==> src/design/ras_map.svh <==
// Constants for the request-to-send anti-stream and status logic.
// Assumes a 20 MHz clock; included by the package users by bare name.
`ifndef RAS_MAP_SVH
`define RAS_MAP_SVH
`define RAS_CLK_HZ          20000000
`define RAS_SHORT_TMO_MS    12500
`define RAS_LONG_TMO_MS     50000
`define RAS_SHORT_TMO_CYC   ((`RAS_CLK_HZ / 1000) * `RAS_SHORT_TMO_MS)
`define RAS_LONG_TMO_CYC    ((`RAS_CLK_HZ / 1000) * `RAS_LONG_TMO_MS)
`define RAS_ADDR_CTRL       4'h0
`define RAS_ADDR_STATUS     4'h4
`define RAS_ADDR_IRQ_STAT   4'h8
`define RAS_ADDR_IRQ_MASK   4'hC
`define RAS_CTRL_RESET      8'h00
`define RAS_BIT_CARRIER     0
`define RAS_BIT_SEL_HI      1
`define RAS_BIT_SEL_LO      2
`define RAS_BIT_LLB_EN      3
`define RAS_BIT_RLB_EN      4
`define RAS_BIT_MULTIPOINT  5
`define RAS_IRQ_STREAM      0
`define RAS_IRQ_BITERR      1
`endif

==> src/design/ras_pkg.sv <==
// Types for the request-to-send anti-stream and status logic.
// Assumes nothing beyond a SystemVerilog tool.
package ras_pkg;
    typedef enum logic [2:0] {
        RAS_IDLE   = 3'b001,
        RAS_TIMING = 3'b010,
        RAS_STREAM = 3'b100
    } ras_state_e;
    typedef struct packed {
        logic carrier_mode_switch;
        logic stream_timeout_sel_hi;
        logic stream_timeout_sel_lo;
        logic local_loop_request_enable;
        logic remote_loop_request_enable;
        logic multipoint;
    } ras_cfg_s;
    typedef struct packed {
        logic tx_activity_indicator;
        logic rx_green;
        logic rts_green;
        logic carrier_indicator;
        logic test_on;
        logic error_red;
    } ras_led_s;
endpackage : ras_pkg

==> src/design/ras_top.sv <==
// Anti-stream watchdog, carrier keying, test and indicator logic of a line modem.
// Assumes a 20 MHz aclk, AXI4-Lite master, async terminal and panel pins.
// Contract
// - Enabled anti-stream times request-to-send from rise
// - Disabled selection passes request-to-send unlimited
// - Timeout forces internal request-to-send low
// - Timeout raises streaming alarm, error red
// - Dropping request-to-send clears timer and alarm
// - Timeout offers short and long settings
// - Select: off disabled, 01/11 short, 10 long
// - Test mode: bit errors light error red
// - No test: error shows streaming alarm
// - Test indicator lit during pattern or loopback
// - Data indicators follow line levels
// - Request indicator follows terminal request level
// - Carrier detect output, indicator follows it
// - Carrier mode off: carrier continuously on
// - Carrier mode on: carrier keyed by request
// - Loopbacks only in point-to-point operation
// - Loopback from panel or terminal line
// - Terminal local loop needs enable setting
`timescale 1ns/1ps
`include "ras_map.svh"
module ras_top #(
    parameter int unsigned SHORT_CYC = `RAS_SHORT_TMO_CYC,
    parameter int unsigned LONG_CYC  = `RAS_LONG_TMO_CYC
) (
    input  wire logic        aclk,
    input  wire logic        aresetn,
    input  wire logic [3:0]  s_axi_awaddr,
    input  wire logic        s_axi_awvalid,
    output logic             s_axi_awready,
    input  wire logic [31:0] s_axi_wdata,
    input  wire logic [3:0]  s_axi_wstrb,
    input  wire logic        s_axi_wvalid,
    output logic             s_axi_wready,
    output logic [1:0]       s_axi_bresp,
    output logic             s_axi_bvalid,
    input  wire logic        s_axi_bready,
    input  wire logic [3:0]  s_axi_araddr,
    input  wire logic        s_axi_arvalid,
    output logic             s_axi_arready,
    output logic [31:0]      s_axi_rdata,
    output logic [1:0]       s_axi_rresp,
    output logic             s_axi_rvalid,
    input  wire logic        s_axi_rready,
    input  wire logic        rts_pin,
    input  wire logic        txd_pin,
    input  wire logic        rxd_pin,
    input  wire logic        line_carrier_pin,
    input  wire logic        bit_error_pin,
    input  wire logic        pattern_test_pin,
    input  wire logic        panel_local_pin,
    input  wire logic        panel_remote_pin,
    input  wire logic        term_local_pin,
    input  wire logic        term_remote_pin,
    output logic             rts_internal,
    output logic             carrier_on,
    output logic             carrier_detect,
    output logic             local_loop,
    output logic             remote_loop,
    output ras_pkg::ras_led_s leds,
    output logic             irq
);
    // Counts below two leave no cycle between start and timeout
    if (SHORT_CYC < 2 || LONG_CYC < 2) begin : g_bad_counts
        $error("Timeout counts too small");
    end

    // Pin synchronisers, ten inputs, two flops each
    logic [9:0] sync1;
    logic [9:0] sync2;
    always_ff @(posedge aclk) begin
        if (!aresetn) begin
            sync1 <= 10'h000;
            sync2 <= 10'h000;
        end else begin
            sync1 <= {term_remote_pin, term_local_pin, panel_remote_pin, panel_local_pin,
                      pattern_test_pin, bit_error_pin, line_carrier_pin, rxd_pin,
                      txd_pin, rts_pin};
            sync2 <= sync1;
        end
    end
    logic rts_s, txd_s, rxd_s, car_s, berr_s, pat_s, pl_s, pr_s, tl_s, tr_s;
    assign {tr_s, tl_s, pr_s, pl_s, pat_s, berr_s, car_s, rxd_s, txd_s, rts_s} = sync2;

    // Configuration register
    logic [7:0] ctrl;
    ras_pkg::ras_cfg_s cfg;
    assign cfg.carrier_mode_switch        = ctrl[`RAS_BIT_CARRIER];
    assign cfg.stream_timeout_sel_hi      = ctrl[`RAS_BIT_SEL_HI];
    assign cfg.stream_timeout_sel_lo      = ctrl[`RAS_BIT_SEL_LO];
    assign cfg.local_loop_request_enable  = ctrl[`RAS_BIT_LLB_EN];
    assign cfg.remote_loop_request_enable = ctrl[`RAS_BIT_RLB_EN];
    assign cfg.multipoint                 = ctrl[`RAS_BIT_MULTIPOINT];

    function automatic logic [31:0] tmo_limit(input logic hi, input logic lo);
        logic [31:0] r;
        r = 32'h0;
        if (hi && !lo) r = LONG_CYC;
        else if (lo)   r = SHORT_CYC;
        return r;
    endfunction : tmo_limit

    // Shared by the state machine and the request guard so both agree on the edge
    function automatic logic hit_limit(input logic [31:0] cnt, input logic [31:0] lmt);
        return (cnt + 32'h1) >= lmt;
    endfunction : hit_limit

    logic        tmo_enabled;
    logic [31:0] limit;
    assign tmo_enabled = cfg.stream_timeout_sel_hi | cfg.stream_timeout_sel_lo;
    assign limit = tmo_limit(cfg.stream_timeout_sel_hi, cfg.stream_timeout_sel_lo);

    // Anti-stream watchdog
    ras_pkg::ras_state_e state;
    logic [31:0] count;
    logic        stream_alarm;
    logic        stream_event;
    logic        at_limit;
    assign at_limit = hit_limit(count, limit);
    always_ff @(posedge aclk) begin
        if (!aresetn) begin
            state        <= ras_pkg::RAS_IDLE;
            count        <= 32'h0;
            stream_alarm <= 1'b0;
            stream_event <= 1'b0;
        end else begin
            stream_event <= 1'b0;
            case (state)
                ras_pkg::RAS_IDLE: begin
                    count        <= 32'h0;
                    stream_alarm <= 1'b0;
                    if (rts_s && tmo_enabled) state <= ras_pkg::RAS_TIMING;
                end
                ras_pkg::RAS_TIMING: begin
                    if (!rts_s || !tmo_enabled) begin
                        state <= ras_pkg::RAS_IDLE;
                        count <= 32'h0;
                    end else if (at_limit) begin
                        state        <= ras_pkg::RAS_STREAM;
                        stream_alarm <= 1'b1;
                        stream_event <= 1'b1;
                    end else begin
                        count <= count + 32'h1;
                    end
                end
                ras_pkg::RAS_STREAM: begin
                    // Stays latched while the terminal keeps the request up and a timeout stays selected
                    if (!rts_s || !tmo_enabled) begin
                        state        <= ras_pkg::RAS_IDLE;
                        stream_alarm <= 1'b0;
                        count        <= 32'h0;
                    end
                end
                default: state <= ras_pkg::RAS_IDLE;
            endcase
        end
    end

    // Test modes
    logic loop_req_l, loop_req_r, test_active;
    assign loop_req_l = !cfg.multipoint &&
                        (pl_s || (tl_s && cfg.local_loop_request_enable));
    assign loop_req_r = !cfg.multipoint && !loop_req_l &&
                        (pr_s || (tr_s && cfg.remote_loop_request_enable));
    assign test_active = pat_s | local_loop | remote_loop;

    // Outputs and indicators
    always_ff @(posedge aclk) begin
        if (!aresetn) begin
            rts_internal   <= 1'b0;
            carrier_on     <= 1'b0;
            carrier_detect <= 1'b0;
            local_loop     <= 1'b0;
            remote_loop    <= 1'b0;
            leds           <= '0;
        end else begin
            rts_internal   <= rts_s && (state != ras_pkg::RAS_STREAM) &&
                              !(state == ras_pkg::RAS_TIMING && at_limit);
            // Carrier keyed off the guarded request so a streaming slave drops carrier
            carrier_on     <= cfg.carrier_mode_switch ? rts_internal : 1'b1;
            carrier_detect <= car_s;
            local_loop     <= loop_req_l;
            remote_loop    <= loop_req_r;
            leds.tx_activity_indicator <= txd_s;
            leds.rx_green              <= rxd_s;
            leds.rts_green             <= rts_s;
            leds.carrier_indicator     <= carrier_detect;
            leds.test_on               <= pat_s | loop_req_l | loop_req_r;
            leds.error_red             <= test_active ? berr_s : stream_alarm;
        end
    end

    // Interrupt status and mask
    logic [1:0] irq_stat, irq_mask;
    logic       berr_event, berr_d;
    logic       wr_go, rd_go, wr_strb0;
    logic [3:0] wr_addr;
    logic [31:0] wr_data;
    assign berr_event = test_active && berr_s && !berr_d;
    always_ff @(posedge aclk) begin
        if (!aresetn) begin
            irq_stat <= 2'h0;
            berr_d   <= 1'b0;
            irq      <= 1'b0;
        end else begin
            berr_d <= berr_s;
            // Set beats clear in the same cycle
            irq_stat <= (irq_stat & ~((wr_go && wr_addr == `RAS_ADDR_IRQ_STAT && wr_strb0)
                                      ? wr_data[1:0] : 2'h0))
                        | {berr_event, stream_event};
            irq <= |(irq_stat & irq_mask);
        end
    end

    // AXI4-Lite slave: write
    logic aw_held, w_held;
    logic [3:0] aw_q;
    logic [31:0] w_q;
    logic [3:0] ws_q;
    assign wr_addr = aw_held ? aw_q : s_axi_awaddr;
    assign wr_data = w_held ? w_q : s_axi_wdata;
    // A held data beat keeps its own strobe; the live one may already have moved
    assign wr_strb0 = w_held ? ws_q[0] : s_axi_wstrb[0];
    assign wr_go = (aw_held || (s_axi_awvalid && s_axi_awready)) &&
                   (w_held || (s_axi_wvalid && s_axi_wready)) && !s_axi_bvalid;
    always_ff @(posedge aclk) begin
        if (!aresetn) begin
            s_axi_awready <= 1'b0;
            s_axi_wready  <= 1'b0;
            s_axi_bvalid  <= 1'b0;
            s_axi_bresp   <= 2'h0;
            aw_held       <= 1'b0;
            w_held        <= 1'b0;
            aw_q          <= 4'h0;
            w_q           <= 32'h0;
            ws_q          <= 4'h0;
            ctrl          <= `RAS_CTRL_RESET;
            irq_mask      <= 2'h0;
        end else begin
            s_axi_awready <= !aw_held && !s_axi_awready && !s_axi_bvalid;
            s_axi_wready  <= !w_held && !s_axi_wready && !s_axi_bvalid;
            if (s_axi_awvalid && s_axi_awready && !wr_go) begin
                aw_held <= 1'b1;
                aw_q    <= s_axi_awaddr;
            end
            if (s_axi_wvalid && s_axi_wready && !wr_go) begin
                w_held <= 1'b1;
                w_q    <= s_axi_wdata;
                ws_q   <= s_axi_wstrb;
            end
            if (wr_go) begin
                aw_held      <= 1'b0;
                w_held       <= 1'b0;
                s_axi_bvalid <= 1'b1;
                s_axi_bresp  <= 2'h0;
                if (wr_strb0) begin
                    case (wr_addr)
                        `RAS_ADDR_CTRL:     ctrl <= wr_data[7:0];
                        `RAS_ADDR_IRQ_MASK: irq_mask <= wr_data[1:0];
                        `RAS_ADDR_STATUS, `RAS_ADDR_IRQ_STAT: ;
                        default:            s_axi_bresp <= 2'h2;
                    endcase
                end
            end else if (s_axi_bvalid && s_axi_bready) begin
                s_axi_bvalid <= 1'b0;
            end
        end
    end

    // AXI4-Lite slave: read
    assign rd_go = s_axi_arvalid && s_axi_arready;
    always_ff @(posedge aclk) begin
        if (!aresetn) begin
            s_axi_arready <= 1'b0;
            s_axi_rvalid  <= 1'b0;
            s_axi_rdata   <= 32'h0;
            s_axi_rresp   <= 2'h0;
        end else begin
            s_axi_arready <= !s_axi_arready && !s_axi_rvalid;
            if (rd_go) begin
                s_axi_rvalid <= 1'b1;
                s_axi_rresp  <= 2'h0;
                case (s_axi_araddr)
                    `RAS_ADDR_CTRL:     s_axi_rdata <= {24'h0, ctrl};
                    `RAS_ADDR_STATUS:   s_axi_rdata <= {24'h0, stream_alarm, rts_internal,
                                                        carrier_on, local_loop, remote_loop,
                                                        test_active, carrier_detect, rts_s};
                    `RAS_ADDR_IRQ_STAT: s_axi_rdata <= {30'h0, irq_stat};
                    `RAS_ADDR_IRQ_MASK: s_axi_rdata <= {30'h0, irq_mask};
                    default: begin
                        s_axi_rdata <= 32'h0;
                        s_axi_rresp <= 2'h2;
                    end
                endcase
            end else if (s_axi_rvalid && s_axi_rready) begin
                s_axi_rvalid <= 1'b0;
            end
        end
    end

    // Checks
    a_stream_forces_low: assert property (@(posedge aclk) disable iff (!aresetn)
        stream_alarm |-> ##1 !rts_internal) else $error("Request passed while streaming");
    a_alarm_clears: assert property (@(posedge aclk) disable iff (!aresetn)
        (state == ras_pkg::RAS_STREAM && !rts_s) |=> !stream_alarm)
        else $error("Alarm not cleared on drop");
    a_disabled_passes: assert property (@(posedge aclk) disable iff (!aresetn)
        (!tmo_enabled && rts_s) |-> state == ras_pkg::RAS_IDLE || $past(tmo_enabled))
        else $error("Timer ran while disabled");
    a_rts_passes: assert property (@(posedge aclk) disable iff (!aresetn)
        (!tmo_enabled && state == ras_pkg::RAS_IDLE) |=> rts_internal == $past(rts_s))
        else $error("Request not passed while disabled");
    a_alarm_at_limit: assert property (@(posedge aclk) disable iff (!aresetn)
        $rose(stream_alarm) |-> $past(count) + 32'h1 >= $past(limit))
        else $error("Alarm before timeout");
    a_error_mux: assert property (@(posedge aclk) disable iff (!aresetn)
        1'b1 |=> leds.error_red == ($past(test_active) ? $past(berr_s) : $past(stream_alarm)))
        else $error("Error indicator wrong source");
    a_carrier_cont: assert property (@(posedge aclk) disable iff (!aresetn)
        !cfg.carrier_mode_switch ##1 !$past(cfg.carrier_mode_switch) |-> carrier_on)
        else $error("Carrier dropped in continuous mode");
    a_keyed_carrier: assert property (@(posedge aclk) disable iff (!aresetn)
        cfg.carrier_mode_switch |=> carrier_on == $past(rts_internal))
        else $error("Carrier not keyed by request");
    a_no_mp_loop: assert property (@(posedge aclk) disable iff (!aresetn)
        $past(cfg.multipoint) |-> !local_loop && !remote_loop)
        else $error("Loopback in multipoint");
    a_llb_gate: assert property (@(posedge aclk) disable iff (!aresetn)
        (!pl_s && !cfg.local_loop_request_enable) |=> !local_loop)
        else $error("Local loop not gated");
    a_test_led: assert property (@(posedge aclk) disable iff (!aresetn)
        (local_loop || remote_loop) |-> leds.test_on)
        else $error("Test indicator dark during loopback");
    a_carrier_led: assert property (@(posedge aclk) disable iff (!aresetn)
        1'b1 |=> leds.carrier_indicator == $past(carrier_detect))
        else $error("Carrier indicator does not follow output");
    a_reset_clears: assert property (@(posedge aclk)
        !aresetn |=> !stream_alarm && !leds.error_red && state == ras_pkg::RAS_IDLE)
        else $error("Reset left alarm set");
    c_stream: cover property (@(posedge aclk) $rose(stream_alarm));
    c_berr_event: cover property (@(posedge aclk) berr_event);
    c_loop: cover property (@(posedge aclk) $rose(local_loop));
    c_keyed: cover property (@(posedge aclk) cfg.carrier_mode_switch && $rose(carrier_on));
endmodule : ras_top

==> config.mk <==
export PLATFORM = sky130hd
export DESIGN_NAME = ras_top
export DESIGN_NICKNAME = d
export VERILOG_FILES = /design/src/design/ras_pkg.sv /design/src/design/ras_top.sv
export VERILOG_INCLUDE_DIRS = /design/src /design/src/design
export SDC_FILE = /design/constraint.sdc
export NUM_CORES = 1
export LEC_CHECK = 0
export ABC_AREA = 1
export BUFFER_PORTS_ARGS = -buffer_cell sky130_fd_sc_hd__buf_2
export CAP_MARGIN = 40
export CORE_MARGIN = 1
export CORE_UTILIZATION = 47
export CTS_CLUSTER_SIZE = 16
export DETAILED_ROUTE_END_ITERATION = 12
export PLACE_DENSITY = 0.8
export SYNTH_ARGS = -nofsm -noshare
export SYNTH_HDL_FRONTEND = slang
export SYNTH_SLANG_ARGS = --single-unit
==> constraint.sdc <==
create_clock -name aclk -period 3.9 [get_ports aclk]
set_clock_uncertainty 0.15 [all_clocks]
set_input_delay 0.78 -clock aclk [delete_from_list [all_inputs] [get_ports aclk]]
set_output_delay 0.78 -clock aclk [all_outputs]
set_load 0.01 [all_outputs]
* Yosys cells after proc, flatten, opt, wreduce, memory -nomap -nowiden
Cells that the tools add are included.
Storage, ports and cells: register bits 138, output and inout port bits 53
Cells by class: $add $sub $neg 1, order comparisons 1, eq/ne operators 16, mux-type cells 30, bitwise operators 11, reductions and logical operators 63
Operators with widths (count):
- 32-bit 2-to-1 mux | 3
- 32-bit one-hot mux with 3 select lines | 1
- 32-bit by 1-bit adder with 32-bit output, second input constant | 1
- 32-bit greater-or-equal comparator | 1
- 8-bit one-hot mux with 4 select lines | 1
- 30-bit 2-to-1 mux | 1
- 1-bit logical AND | 28
- 28-bit 2-to-1 mux | 1
- 4-bit == test, second input constant | 4
- 1-bit logical NOT | 15
- 3-bit 2-to-1 mux | 4
- 3-bit AND reduction | 4
- 1-bit 2-to-1 mux | 11
- 3-bit inequality test, second input constant | 3
- 3-bit one-hot mux with 3 select lines | 1
- 4-bit by 3-bit == test with 1-bit output, second input constant | 2
- 4-bit logical NOT | 2
- 2-bit 2-to-1 mux | 4
- 8-bit 2-to-1 mux | 1
- 2-bit inequality test, second input constant | 4
- 4-bit OR reduction | 2
- 1-bit logical OR | 5
- 1-bit OR | 5
- 2-bit AND | 2
- 13 further kinds | 16

* Depth between registers and ports, before layout
Gate-level depths: netlist of run 1.
depth in word-level cells 10, mapped depth 27

* Least setup slack after synthesis of run 1
No wires, ideal clock.
path kind register -> register, from register count[2], to register count[5], setup time 143 ps, arrival time 2965 ps, data required time 3607 ps, path slack 642 ps, cell stages (with the launch flop) 27, cells stage by stage dfxtp_1 nand3_1 nor2_2 nand3_2 nor3_1 nand2_1 nor2_1 nand3_1 xnor2_1 ha_1 a21oi_1 nand2_1 nand2_1 nand2_1 nand2_1 nand2_1 nor2_1 nand2_1 clkinv_1 nand2_1 nand3_2 nand2_4 nand2_4 nand2_8 buf_12 nand2_1 a21oi_2
Between the ends: longest elaborated chain between the ends 4, elaborated cells between the ends (all ways) 7, those cells by class add/sub: 1; order compare: 1; eq/ne: 1; mux: 3; reduce/logical: 1
RTL lines:
- start, declared | RTL line ras_top.sv:117 | logic [31:0] count;
- start signal, assigned | RTL line ras_top.sv:145 | count <= count + 32'h1;
- 32-bit by 1-bit adder with 32-bit output (*) | RTL line ras_top.sv:107, ras_top.sv:145
- 32-bit greater-or-equal comparator or 32-bit 2-to-1 mux (tied branches) | RTL line ras_top.sv:107, ras_top.sv:140
- 3-bit inequality test (no source line) or 32-bit 2-to-1 mux (tied branches)
- 3-bit AND reduction (no source line) or 32-bit one-hot mux with 3 select lines (tied branches)
Every way passes the cells marked *; elsewhere a longest branch is shown, timed or not. The select of a mux whose other input is x is not followed. A chain may end at the register's enable or synchronous reset.

* Final worst setup path of run 1
from register count[0], to register count[0]
Same word-level chain as after synthesis.

==> reports/qor.yml, run 1 <==
run_status:
  outcome: "finished clean"
sta:
  fin_crit_ns: 3.60
  finalHoldViolations: 0
  timing.fmax_ghz: 0.278
  max-slew-margin-rel_pct: 43.8
  tightest_slew_ns: 0.842
  finalSetupTns_ns: 0
  finalMaxSlewViolations: 0
  setup_viol: 0
  fin_crit_sh_pct: 92.4
  rsz0062_at_grt: "false"
floorplanning:
  fp.dieH_um: 113
  dieArea_mm2: 0.0128
  num_io_pins: 114
  rows: 40
  core_area_mm2: 0.0120
  die_w_um: 113
  initial_core_util_pct: 48.4
flow_run:
  maxCapViolCount: 0
yosys:
  synth_area_per_cell_um2: 7.27
  yosys_warnings: 0
  synthCells: 799
  synth_seq_area_share_pct: 38.6
  yosys.area.top_type: "dfxtp_1"
  synth_edf_count: 0
  yosys-top-cells-area: "dfxtp_1, nand2_1, inv_1"
  async_reset_ff_share_pct: 0
  synth-seq-cells: 112
  netlist_area_mm2: 0.00581
  synth-main-ff-cell: "dfxtp_1"
  synthDistinctLibCells: 43
  yosysTopAreaCellShare_pct: 38.6
clocking:
  cts-htree-levels: 3
  insertion_delay_ns: 0.36
  cts.hold.buffers_added: 0
  clk_root_buffer_cell: "clkbuf_16"
  cts_inserted_buffers: 9
  clk_pin_slew_ns: 0.08
  cts_setup_buffers: 0
  cts_max_path_buffers: 2
  cts.sinks: 112
  cts_tree: "built"
grt:
  grt_usage_pct: 19.8
  grt_pass1_wl_mm: 20.7
  grt_pass1_vias: 4709
  antenna_found_initial: 0
  grt_max_degree: 58
  overflow: 0
detailed_routing:
  drc: 0
  ant_nets: 0
  viasPerCell: 4.97
  drt-wirelength-per-cell_um: 12.3
  drt_pass1_iterations: 4
  vias: 5023
  initialDrtViolationCount: 383
  routed_wl_mm: 12.4
power:
  power_leakage_nw: 3.06
  peakVddDrop_mv: 0.226
  powerDensity_mw_per_mm2: 358
placed_design:
  placed_cell_area_mm2: 0.00614
  dp_hpwl_mm: 8.76
  port-buffer-count: 60
  gp_congestion: 0.894
worst_setup_path:
  path_class: "reg -> reg"
  cp.required_ns: 4.04
  crit_path_start_kind: "register"
  crit_arrival_ns: 3.74
  crit_fanout: 11
  worstSetupEndpointType: "register"
final_layout:
  syn2layout_area_growth_pct: 11.8
  drive_above_1_share_pct: 19.0
  insertedDiodeCount: 0
  fin_nets: 940
  nFillCells: 1134
  stdcell_area_mm2: 0.00650
  fin_util_pct: 54.1
hold_path:
  hold_path_class: "reg -> reg"
## cell usage after synthesis, types with 2 or more instances
cell        n
nor2_2      2
o22ai_1    10
nor3_1      9
nand3b_1    5
buf_12      2
xnor2_1     9
nand2_1   178
nand3_2     2
nand2_4     2
o21ai_0    36
a31oi_1     7
nor4_1      5
nand2_2    26
buf_1       3
ha_1       21
xor2_1     12
a21oi_1    36
clkinv_1    3
inv_1     116
or2_2       6
nor2_4      3
nand4_1     7
buf_2       3
clkbuf_1   12
nor2_1     78
nand3_1    26
buf_4      27
dfxtp_1   112
a21oi_2    27
## final timing paths
| path | startpoint | slack, ns | depth (start not counted) | end |
|---|---|---|---|---|
| setup / recovery | count[0]$_SDFFE_PN0P_ | 0.30 | 22 | count[0]$_SDFFE_PN0P_ |
| hold / removal | sync1[5]$_SDFF_PN0_ | 0.27 | 2 | sync2[5]$_SDFF_PN0_ |
| setup reg to reg | count[0]$_SDFFE_PN0P_ | 0.30 | 22 | count[0]$_SDFFE_PN0P_ |
| hold reg to reg | sync1[5]$_SDFF_PN0_ | 0.27 | 2 | sync2[5]$_SDFF_PN0_ |
## cells by family after synthesis
family,count (synthesis),synth area share (%)
muxes,1,0.172
other,1,0.0645
xor gates and xnor gates,21,3.16
adders and majority gates,21,4.52
AOI/OAI and AO/OA,123,13.0
and+or+nand+nor,351,27.0
DFF,112,38.6
buffers and inverters,169,13.5
## power breakdown
group          total [W]  switching [W]  internal [W]
clock           0.000969       0.000497      0.000472
sequential       0.00120      0.0000192       0.00118
combinational   0.000162       0.000107     0.0000546
## critical path, cell delays in order (launching register included)
cell,delay [ns]
dfxtp_1,0.39
nand3_1,0.18
nor2_2,0.15
nand3_2,0.11
buf_4,0.19
inv_1,0.05
nand2_1,0.07
nor2_1,0.17
nand3_1,0.16
inv_1,0.10
nand2_1,0.08
xor2_1,0.13
inv_1,0.07
ha_1,0.29
a21oi_1,0.20
o21a_1,0.15
o2111ai_1,0.10
inv_1,0.11
nand2_4,0.08
nor2_4,0.11
buf_4,0.20
o21ai_0,0.12
nor2_1,0.15
## state kept, by name, indices dropped and copies added, names as in the netlist, 2 cells and up
| name | count |
|---|---|
| count | 32 |
| s_axi_rdata | 8 |
| state | 3 |
| leds | 6 |
| irq_stat | 2 |
| sync1 | 10 |
| aw_q | 4 |
| sync2 | 10 |
| ctrl | 8 |
| w_q | 8 |
| irq_mask | 2 |
## cell type report
class | instances | area [um^2] | share of cell area (%)
clock buffer | 9 | 225 | 3.47
sequential | 112 | 2240 | 34.5
inverter | 120 | 450 | 6.93
clock inverter | 7 | 93.8 | 1.44
multi-input combinational | 544 | 2920 | 44.9
timing repair buffer | 71 | 383 | 5.89
tap | 147 | 184 | 2.83
## timing repair
action | 4_1_cts | 5_1_grt
hold endpoints to repair | 0 | 0
gates resized for setup | 0 | 6
setup endpoints to repair | 0 | 33
## per-layer routing
metal  part of all wire [%]  vias to the layer above  track usage, %  wire length [um]
li1                       -                     2589               -                 -
met3                    5.6                       15            4.61               693
met2                     48                      136            34.2              5930
met1                     46                     2283            24.8              5660
met4                    1.1                        0            5.00               138
met5                      0                        -               0                 0
## cells in the final DEF (no fill, tap or decap), drive strengths merged
cell type and instances:
dfxtp 112, a21oi 63, o21ai 37, o22ai 10, ha 21, xnor2 9
a31oi 7, mux2i 1, conb 26, o211ai 1, o2111ai 1, nand4 7
inv 122, or2 6, buf 71, nor3 10, nor2 83, clkbuf 9
nand3b 5, clkinv 5, a32o 1, o21a 1, a211oi 1, xor2 12
nand2 208, o31ai 1, nand3 28, nor4 5
## through the flow
stage	hold slack [ns]	power (W)	instances	setup slack, ns
after floorplan	0.240	0.00135	824	0.642
after detailed placement	0.249	0.00139	993	0.147
after global routing	0.279	0.00241	1010	0.00593
after CTS	0.272	0.00234	1009	0.0915
after global placement	0.242	0.00138	993	0.230
final	0.268	0.00233	1010	0.297
Note: power is estimated with default switching activity, not from simulation.
==> inputs of run 2 (changes only) <==
CELL_PAD_IN_SITES_DETAIL_PLACEMENT = 0   (was unset)
CELL_PAD_IN_SITES_GLOBAL_PLACEMENT = 1   (was unset)
CORE_UTILIZATION = 40   (was 47)
PLACE_DENSITY = 0.9   (was 0.8)
==> run 2 against run 1 <==
Against the previous run: via count fell by 2.4%; sequential share of layout area fell by 0.42 points; combinational power barely moved; hold slack got worse by 0.00078 ns; setup slack improved by 0.12 ns.
==> reports/qor.yml, run 2 (synthesis gave the netlist of run 1 again) <==
sta:
  finalSetupTns_ns: 0
  setup_viol: 0
  finalHoldViolations: 0
  max-slew-margin-rel_pct: 63.9
  fin_crit_sh_pct: 89.4
  rsz0062_at_grt: "false"
  finalMaxSlewViolations: 0
  tightest_slew_ns: 0.536
  fin_crit_ns: 3.49
  timing.fmax_ghz: 0.287
run_status:
  outcome: "finished clean"
final_layout:
  layout_commonest_cell: "nand2_1"
  insertedDiodeCount: 0
  largest_reg_flops: 32
  final_cell_mix: "nand2_1, inv_1, dfxtp_1, nor2_1, buf_2"
  top_regs: "count x32, sync1 x10, sync2 x10"
  largest-register: "count"
  stdcell_count: 1043
  nFillCells: 1457
  syn2layout_area_growth_pct: 13.1
  fin_nets: 940
  drive_above_1_share_pct: 18.9
worst_setup_path:
  crit_chain: "nand3_1, nor2_2, nand3_2, buf_4, inv_1, nand2_1, nor2_1, nand3_1, inv_1, nand2_1, xor2_1, inv_1, ha_1, nand2_1, o21a_1, o2111ai_1, inv_1, nand2_4, nand2_4, nand2_8, nand2_1, a21oi_2"
  rr_worst_depth: 22
  crit_path_start_kind: "register"
  cp-endpoint: "count[1]$_SDFFE_PN0P_"
  startpoint: "count[2]$_SDFFE_PN0P_"
  cp.required_ns: 4.04
  timing.rr.start: "count[2]$_SDFFE_PN0P_"
  worstReg2RegEnd: "count[1]$_SDFFE_PN0P_"
  path_class: "reg -> reg"
  critPathMaxStageDelay_ns: 0.41
  crit_arrival_ns: 3.63
  crit_fanout: 16
  worstSetupEndpointType: "register"
  cpMaxStageDelayCell: "dfxtp_1"
  r2r_slack_ns: 0.41
placed_design:
  gp_congestion: 0.801
  dp.cells: 1026
  port-buffer-count: 60
  dp_hpwl_mm: 9.17
clocking:
  cts.sinks: 112
  cts_resized: 0
  clk_root_buffer_cell: "clkbuf_16"
  cts_setup_buffers: 0
  cts.hold.buffers_added: 0
  cts_inserted_buffers: 9
  clk_pin_slew_ns: 0.08
  cts-htree-levels: 3
  cts_max_path_buffers: 2
  cts_tree: "built"
  insertion_delay_ns: 0.36
floorplanning:
  dieArea_mm2: 0.0150
  die_w_um: 123
  core_area_mm2: 0.0140
  initial_core_util_pct: 41.4
  fp.dieH_um: 123
  num_io_pins: 114
  rows: 43
detailed_routing:
  vias: 4900
  initialDrtViolationCount: 291
  drt-wirelength-per-cell_um: 12.1
  ant_nets: 0
  drt_pass1_iterations: 4
  viasPerCell: 4.70
  drc: 0
  routed_wl_mm: 12.7
grt:
  overflow: 0
  grt_pass1_wl_mm: 21.2
  antenna_found_initial: 0
  grt_pass1_vias: 4522
  grt_max_degree: 58
  grt_usage_pct: 17.8
power:
  power_leakage_nw: 3.05
  powerDensity_mw_per_mm2: 361
  peakVddDrop_mv: 0.245
flow_run:
  maxCapViolCount: 0
hold_path:
  hold_path_class: "reg -> reg"
  hp-start: "sync1[5]$_SDFF_PN0_"
## run 2: routing by layer
layer | vias up | wire, um | track usage [%]
met2 | 97 | 5740 | 29.6
met4 | 0 | 135 | 4.95
met1 | 2203 | 6290 | 23.5
met5 | - | 0 | 0
met3 | 11 | 493 | 3.07
li1 | 2589 | - | -
## run 2: critical path, delay by kind of cell (launching register included)
kind / cells / cell delay, ns
simple gates: 12 / 1.50
buf+inv: 5 / 0.48
compound gates: 3 / 0.45
flops: 1 / 0.41
fa+ha+maj: 1 / 0.29
xor+xnor: 1 / 0.14
## run 2: how the worst min path moves through the flow
stage	cells after the start	slack (ns)	to
3_3_place_gp	2	0.24	sync2[2]$_SDFF_PN0_
6_report	2	0.27	sync2[5]$_SDFF_PN0_
3_5_place_dp	2	0.24	sync2[5]$_SDFF_PN0_
4_1_cts	2	0.26	sync2[5]$_SDFF_PN0_
5_1_grt	2	0.28	sync2[5]$_SDFF_PN0_
2_1_floorplan	2	0.24	carrier_detect$_SDFF_PN0_
## run 2: through the flow
stage          setup slack [ns]  hold slack [ns]  instance area (um^2)  util, %  total power [W]
3_3_place_gp              0.302            0.242                  6180     44.0          0.00138
4_1_cts                   0.282            0.264                  6540     46.6          0.00240
5_1_grt                  0.0113            0.279                  6580     46.8          0.00248
2_1_floorplan             0.642            0.240                  5910        -          0.00135
6_report                  0.414            0.267                  6580     46.8          0.00237
3_5_place_dp              0.324            0.245                  6200     44.2          0.00139
## run 2: final cells by class
cell class | instances | area, um^2 | area share (%)
Multi-Input combinational cell | 544 | 2910 | 44.3
Inverter | 120 | 450 | 6.85
Tap cell | 180 | 225 | 3.43
Sequential cell | 112 | 2240 | 34.1
Clock buffer | 9 | 225 | 3.43
Timing Repair Buffer | 71 | 408 | 6.20
Clock inverter | 7 | 111 | 1.69
## run 2: where the power goes
group	switching [W]	leakage (nW)	internal [W]	total, W
clock network	0.000484	0.158	0.000526	0.00101
registers	0.0000198	0.911	0.00118	0.00120
logic	0.000107	1.98	0.0000572	0.000165
total	0.000611	3.05	0.00176	0.00237
==> inputs of run 3 (changes only) <==
CORE_UTILIZATION = 41   (was 40)
CTS_BUF_LIST = sky130_fd_sc_hd__clkbuf_4   (was unset)
PLACE_DENSITY = 0.92   (was 0.9)
==> run 3 against run 2 <==
Against the previous run: maximum frequency is 0.92% lower; setup slack worse by 0.032 ns; final cell count is 0.19% higher; hold slack better by 0.010 ns; utilization is 0.57 points lower; clock power is 39% lower; power is 16% lower; combinational power hardly changed; non-clock buffer count is 1 higher; critical path type unchanged; highest routed layer unchanged.
==> reports/qor.yml, run 3 (synthesis gave the netlist of run 1 again) <==
final_layout:
  layout_commonest_cell: "nand2_1"
  multi_input_area_mm2: 0.00292
  register_area_mm2: 0.00224
  drive_above_1_share_pct: 19.3
  final_cell_mix: "nand2_1, inv_1, dfxtp_1, nor2_1, buf_2"
  stdcell_count: 1045
  largest-register: "count"
  top_regs: "count x32, sync1 x10, sync2 x10"
  syn2layout_area_growth_pct: 10.5
  fin_nets: 941
  largest_reg_flops: 32
  nFillCells: 1434
clocking:
  cts_max_path_buffers: 2
  cts_setup_buffers: 0
  clk_root_buffer_cell: "clkbuf_4"
  insertion_delay_ns: 0.50
  cts-htree-levels: 3
  cts_inserted_buffers: 9
  cts.sinks: 112
  cts_tree: "built"
  clk_pin_slew_ns: 0.20
flow_run:
  maxCapViolCount: 0
grt:
  grt_pass1_wl_mm: 20.4
  grt_pass1_vias: 4444
  overflow: 0
  grt_usage_pct: 17.2
  antenna_found_initial: 1
  grt_max_degree: 58
floorplanning:
  fp.dieH_um: 121
  core_area_mm2: 0.0139
  die_w_um: 121
  rows: 43
  initial_core_util_pct: 41.9
  dieArea_mm2: 0.0147
  num_io_pins: 114
hold_path:
  hold_end: "sync2[0]$_SDFF_PN0_"
  hold_depth: 2
  hp-start: "sync1[0]$_SDFF_PN0_"
  hold_path_class: "reg -> reg"
worst_setup_path:
  crit_fanout: 18
  startpoint: "count[2]$_SDFFE_PN0P_"
  cpMaxStageDelayCell: "dfxtp_2"
  cp_top_family: "simple AND/OR/NAND/NOR gates"
  crit_arrival_ns: 3.78
  cp.required_ns: 4.16
  cp_num_buf_inv: 2
  worstReg2RegEnd: "count[24]$_SDFFE_PN0P_"
  crit_chain: "nand3_1, nor2_2, nand3_2, nor3_2, nand2_1, nor2_2, nand3_1, xnor2_2, ha_1, a21oi_1, nand2_1, nand2_1, nand2_1, nand2_1, nand2_1, o21ai_0, inv_1, nand3_2, nand2_4, nor2_4, buf_12, nand2_1, a21oi_2"
  timing.rr.start: "count[2]$_SDFFE_PN0P_"
  worstSetupEndpointType: "register"
  critPathMaxStageDelay_ns: 0.41
  rr_worst_depth: 23
  crit_path_start_kind: "register"
  cpMostUsedCell: "nand2_1"
  path_class: "reg -> reg"
  r2r_slack_ns: 0.38
detailed_routing:
  drt-wirelength-per-cell_um: 11.9
  route.met2.wl_mm: 5.68
  met3_length_um: 423
  vias: 4905
  drt-met1-wl_mm: 6.20
  viasPerCell: 4.69
  routed_wl_mm: 12.5
  ant_nets: 0
  routed.top_layer: "met4"
  drc: 0
  initialDrtViolationCount: 264
  drt_pass1_iterations: 4
placed_design:
  dp_slack_ns: 0.242
  dp_hpwl_mm: 8.89
  dp.cells: 1027
  gp_congestion: 0.823
  port-buffer-count: 60
power:
  powerDensity_mw_per_mm2: 309
  power_leakage_nw: 2.99
  peakVddDrop_mv: 0.187
  power_w: 0.00198
sta:
  fin_ws_ns: 0.382
  finalHoldViolations: 0
  timing.fmax_ghz: 0.284
  fin_crit_sh_pct: 90.2
  finalMaxSlewViolations: 0
  hold_ws_ns: 0.277
  tightest_slew_ns: 0.807
  max-slew-margin-rel_pct: 46.1
  finalSetupTns_ns: 0
  setup_viol: 0
  fin_crit_ns: 3.52
run_status:
  outcome: "finished clean"
run 3: worst min-delay path, delay by kind of cell, from the launching register on:
kind,cells,cell delay (ns)
and+or+nand+nor,1,0.05
buffers and inverters,1,0.03
DFF,1,0.33
run 3: timing repair:
action                     4_1_cts  5_1_grt
hold buffers                     0        0
setup endpoints to repair        0       33
hold endpoints to repair         0        0
gates resized for setup          0        7
run 3: area by class of cell:
| type | count | area share [%] |
|---|---|---|
| multi-input cells | 544 | 45.5 |
| clock buffers | 9 | 1.05 |
| clock inverters | 7 | 1.46 |
| repair buffers | 72 | 6.47 |
| diodes | 1 | 0.0390 |
| well taps | 180 | 3.51 |
| inverters | 120 | 7.02 |
| flip-flops and latches | 112 | 35.0 |
run 3: metal layers:
layer,up-vias,global-route usage (%)
met1,2227,23.1
met5,-,0
met2,81,28.1
met3,11,3.62
li1,2586,-
met4,0,4.17
run 3: through the flow:
stage / instance area (um^2) / util [%]
floorplan: 5910 / -
global placement: 6210 / 44.8
detailed placement: 6210 / 44.8
CTS: 6370 / 45.9
global route: 6420 / 46.3
finish: 6420 / 46.3
run 3: power by group:
| part | switching (W) | total [W] | internal (W) |
|---|---|---|---|
| combinational | 0.000107 | 0.000162 | 0.0000553 |
| clock | 0.000455 | 0.000620 | 0.000165 |
| sequential | 0.0000195 | 0.00120 | 0.00118 |
| total | 0.000581 | 0.00198 | 0.00140 |
run 3: worst max-delay path by stage:
stage	endpoint	slack [ns]	cells after the start
after global placement	count[22]$_SDFFE_PN0P_	0.24	23
after floorplan	count[5]$_SDFFE_PN0P_	0.64	26
after detailed placement	count[22]$_SDFFE_PN0P_	0.24	23
after CTS	count[24]$_SDFFE_PN0P_	0.19	23
after global routing	count[29]$_SDFFE_PN0P_	-0.03	25
final	count[24]$_SDFFE_PN0P_	0.38	23
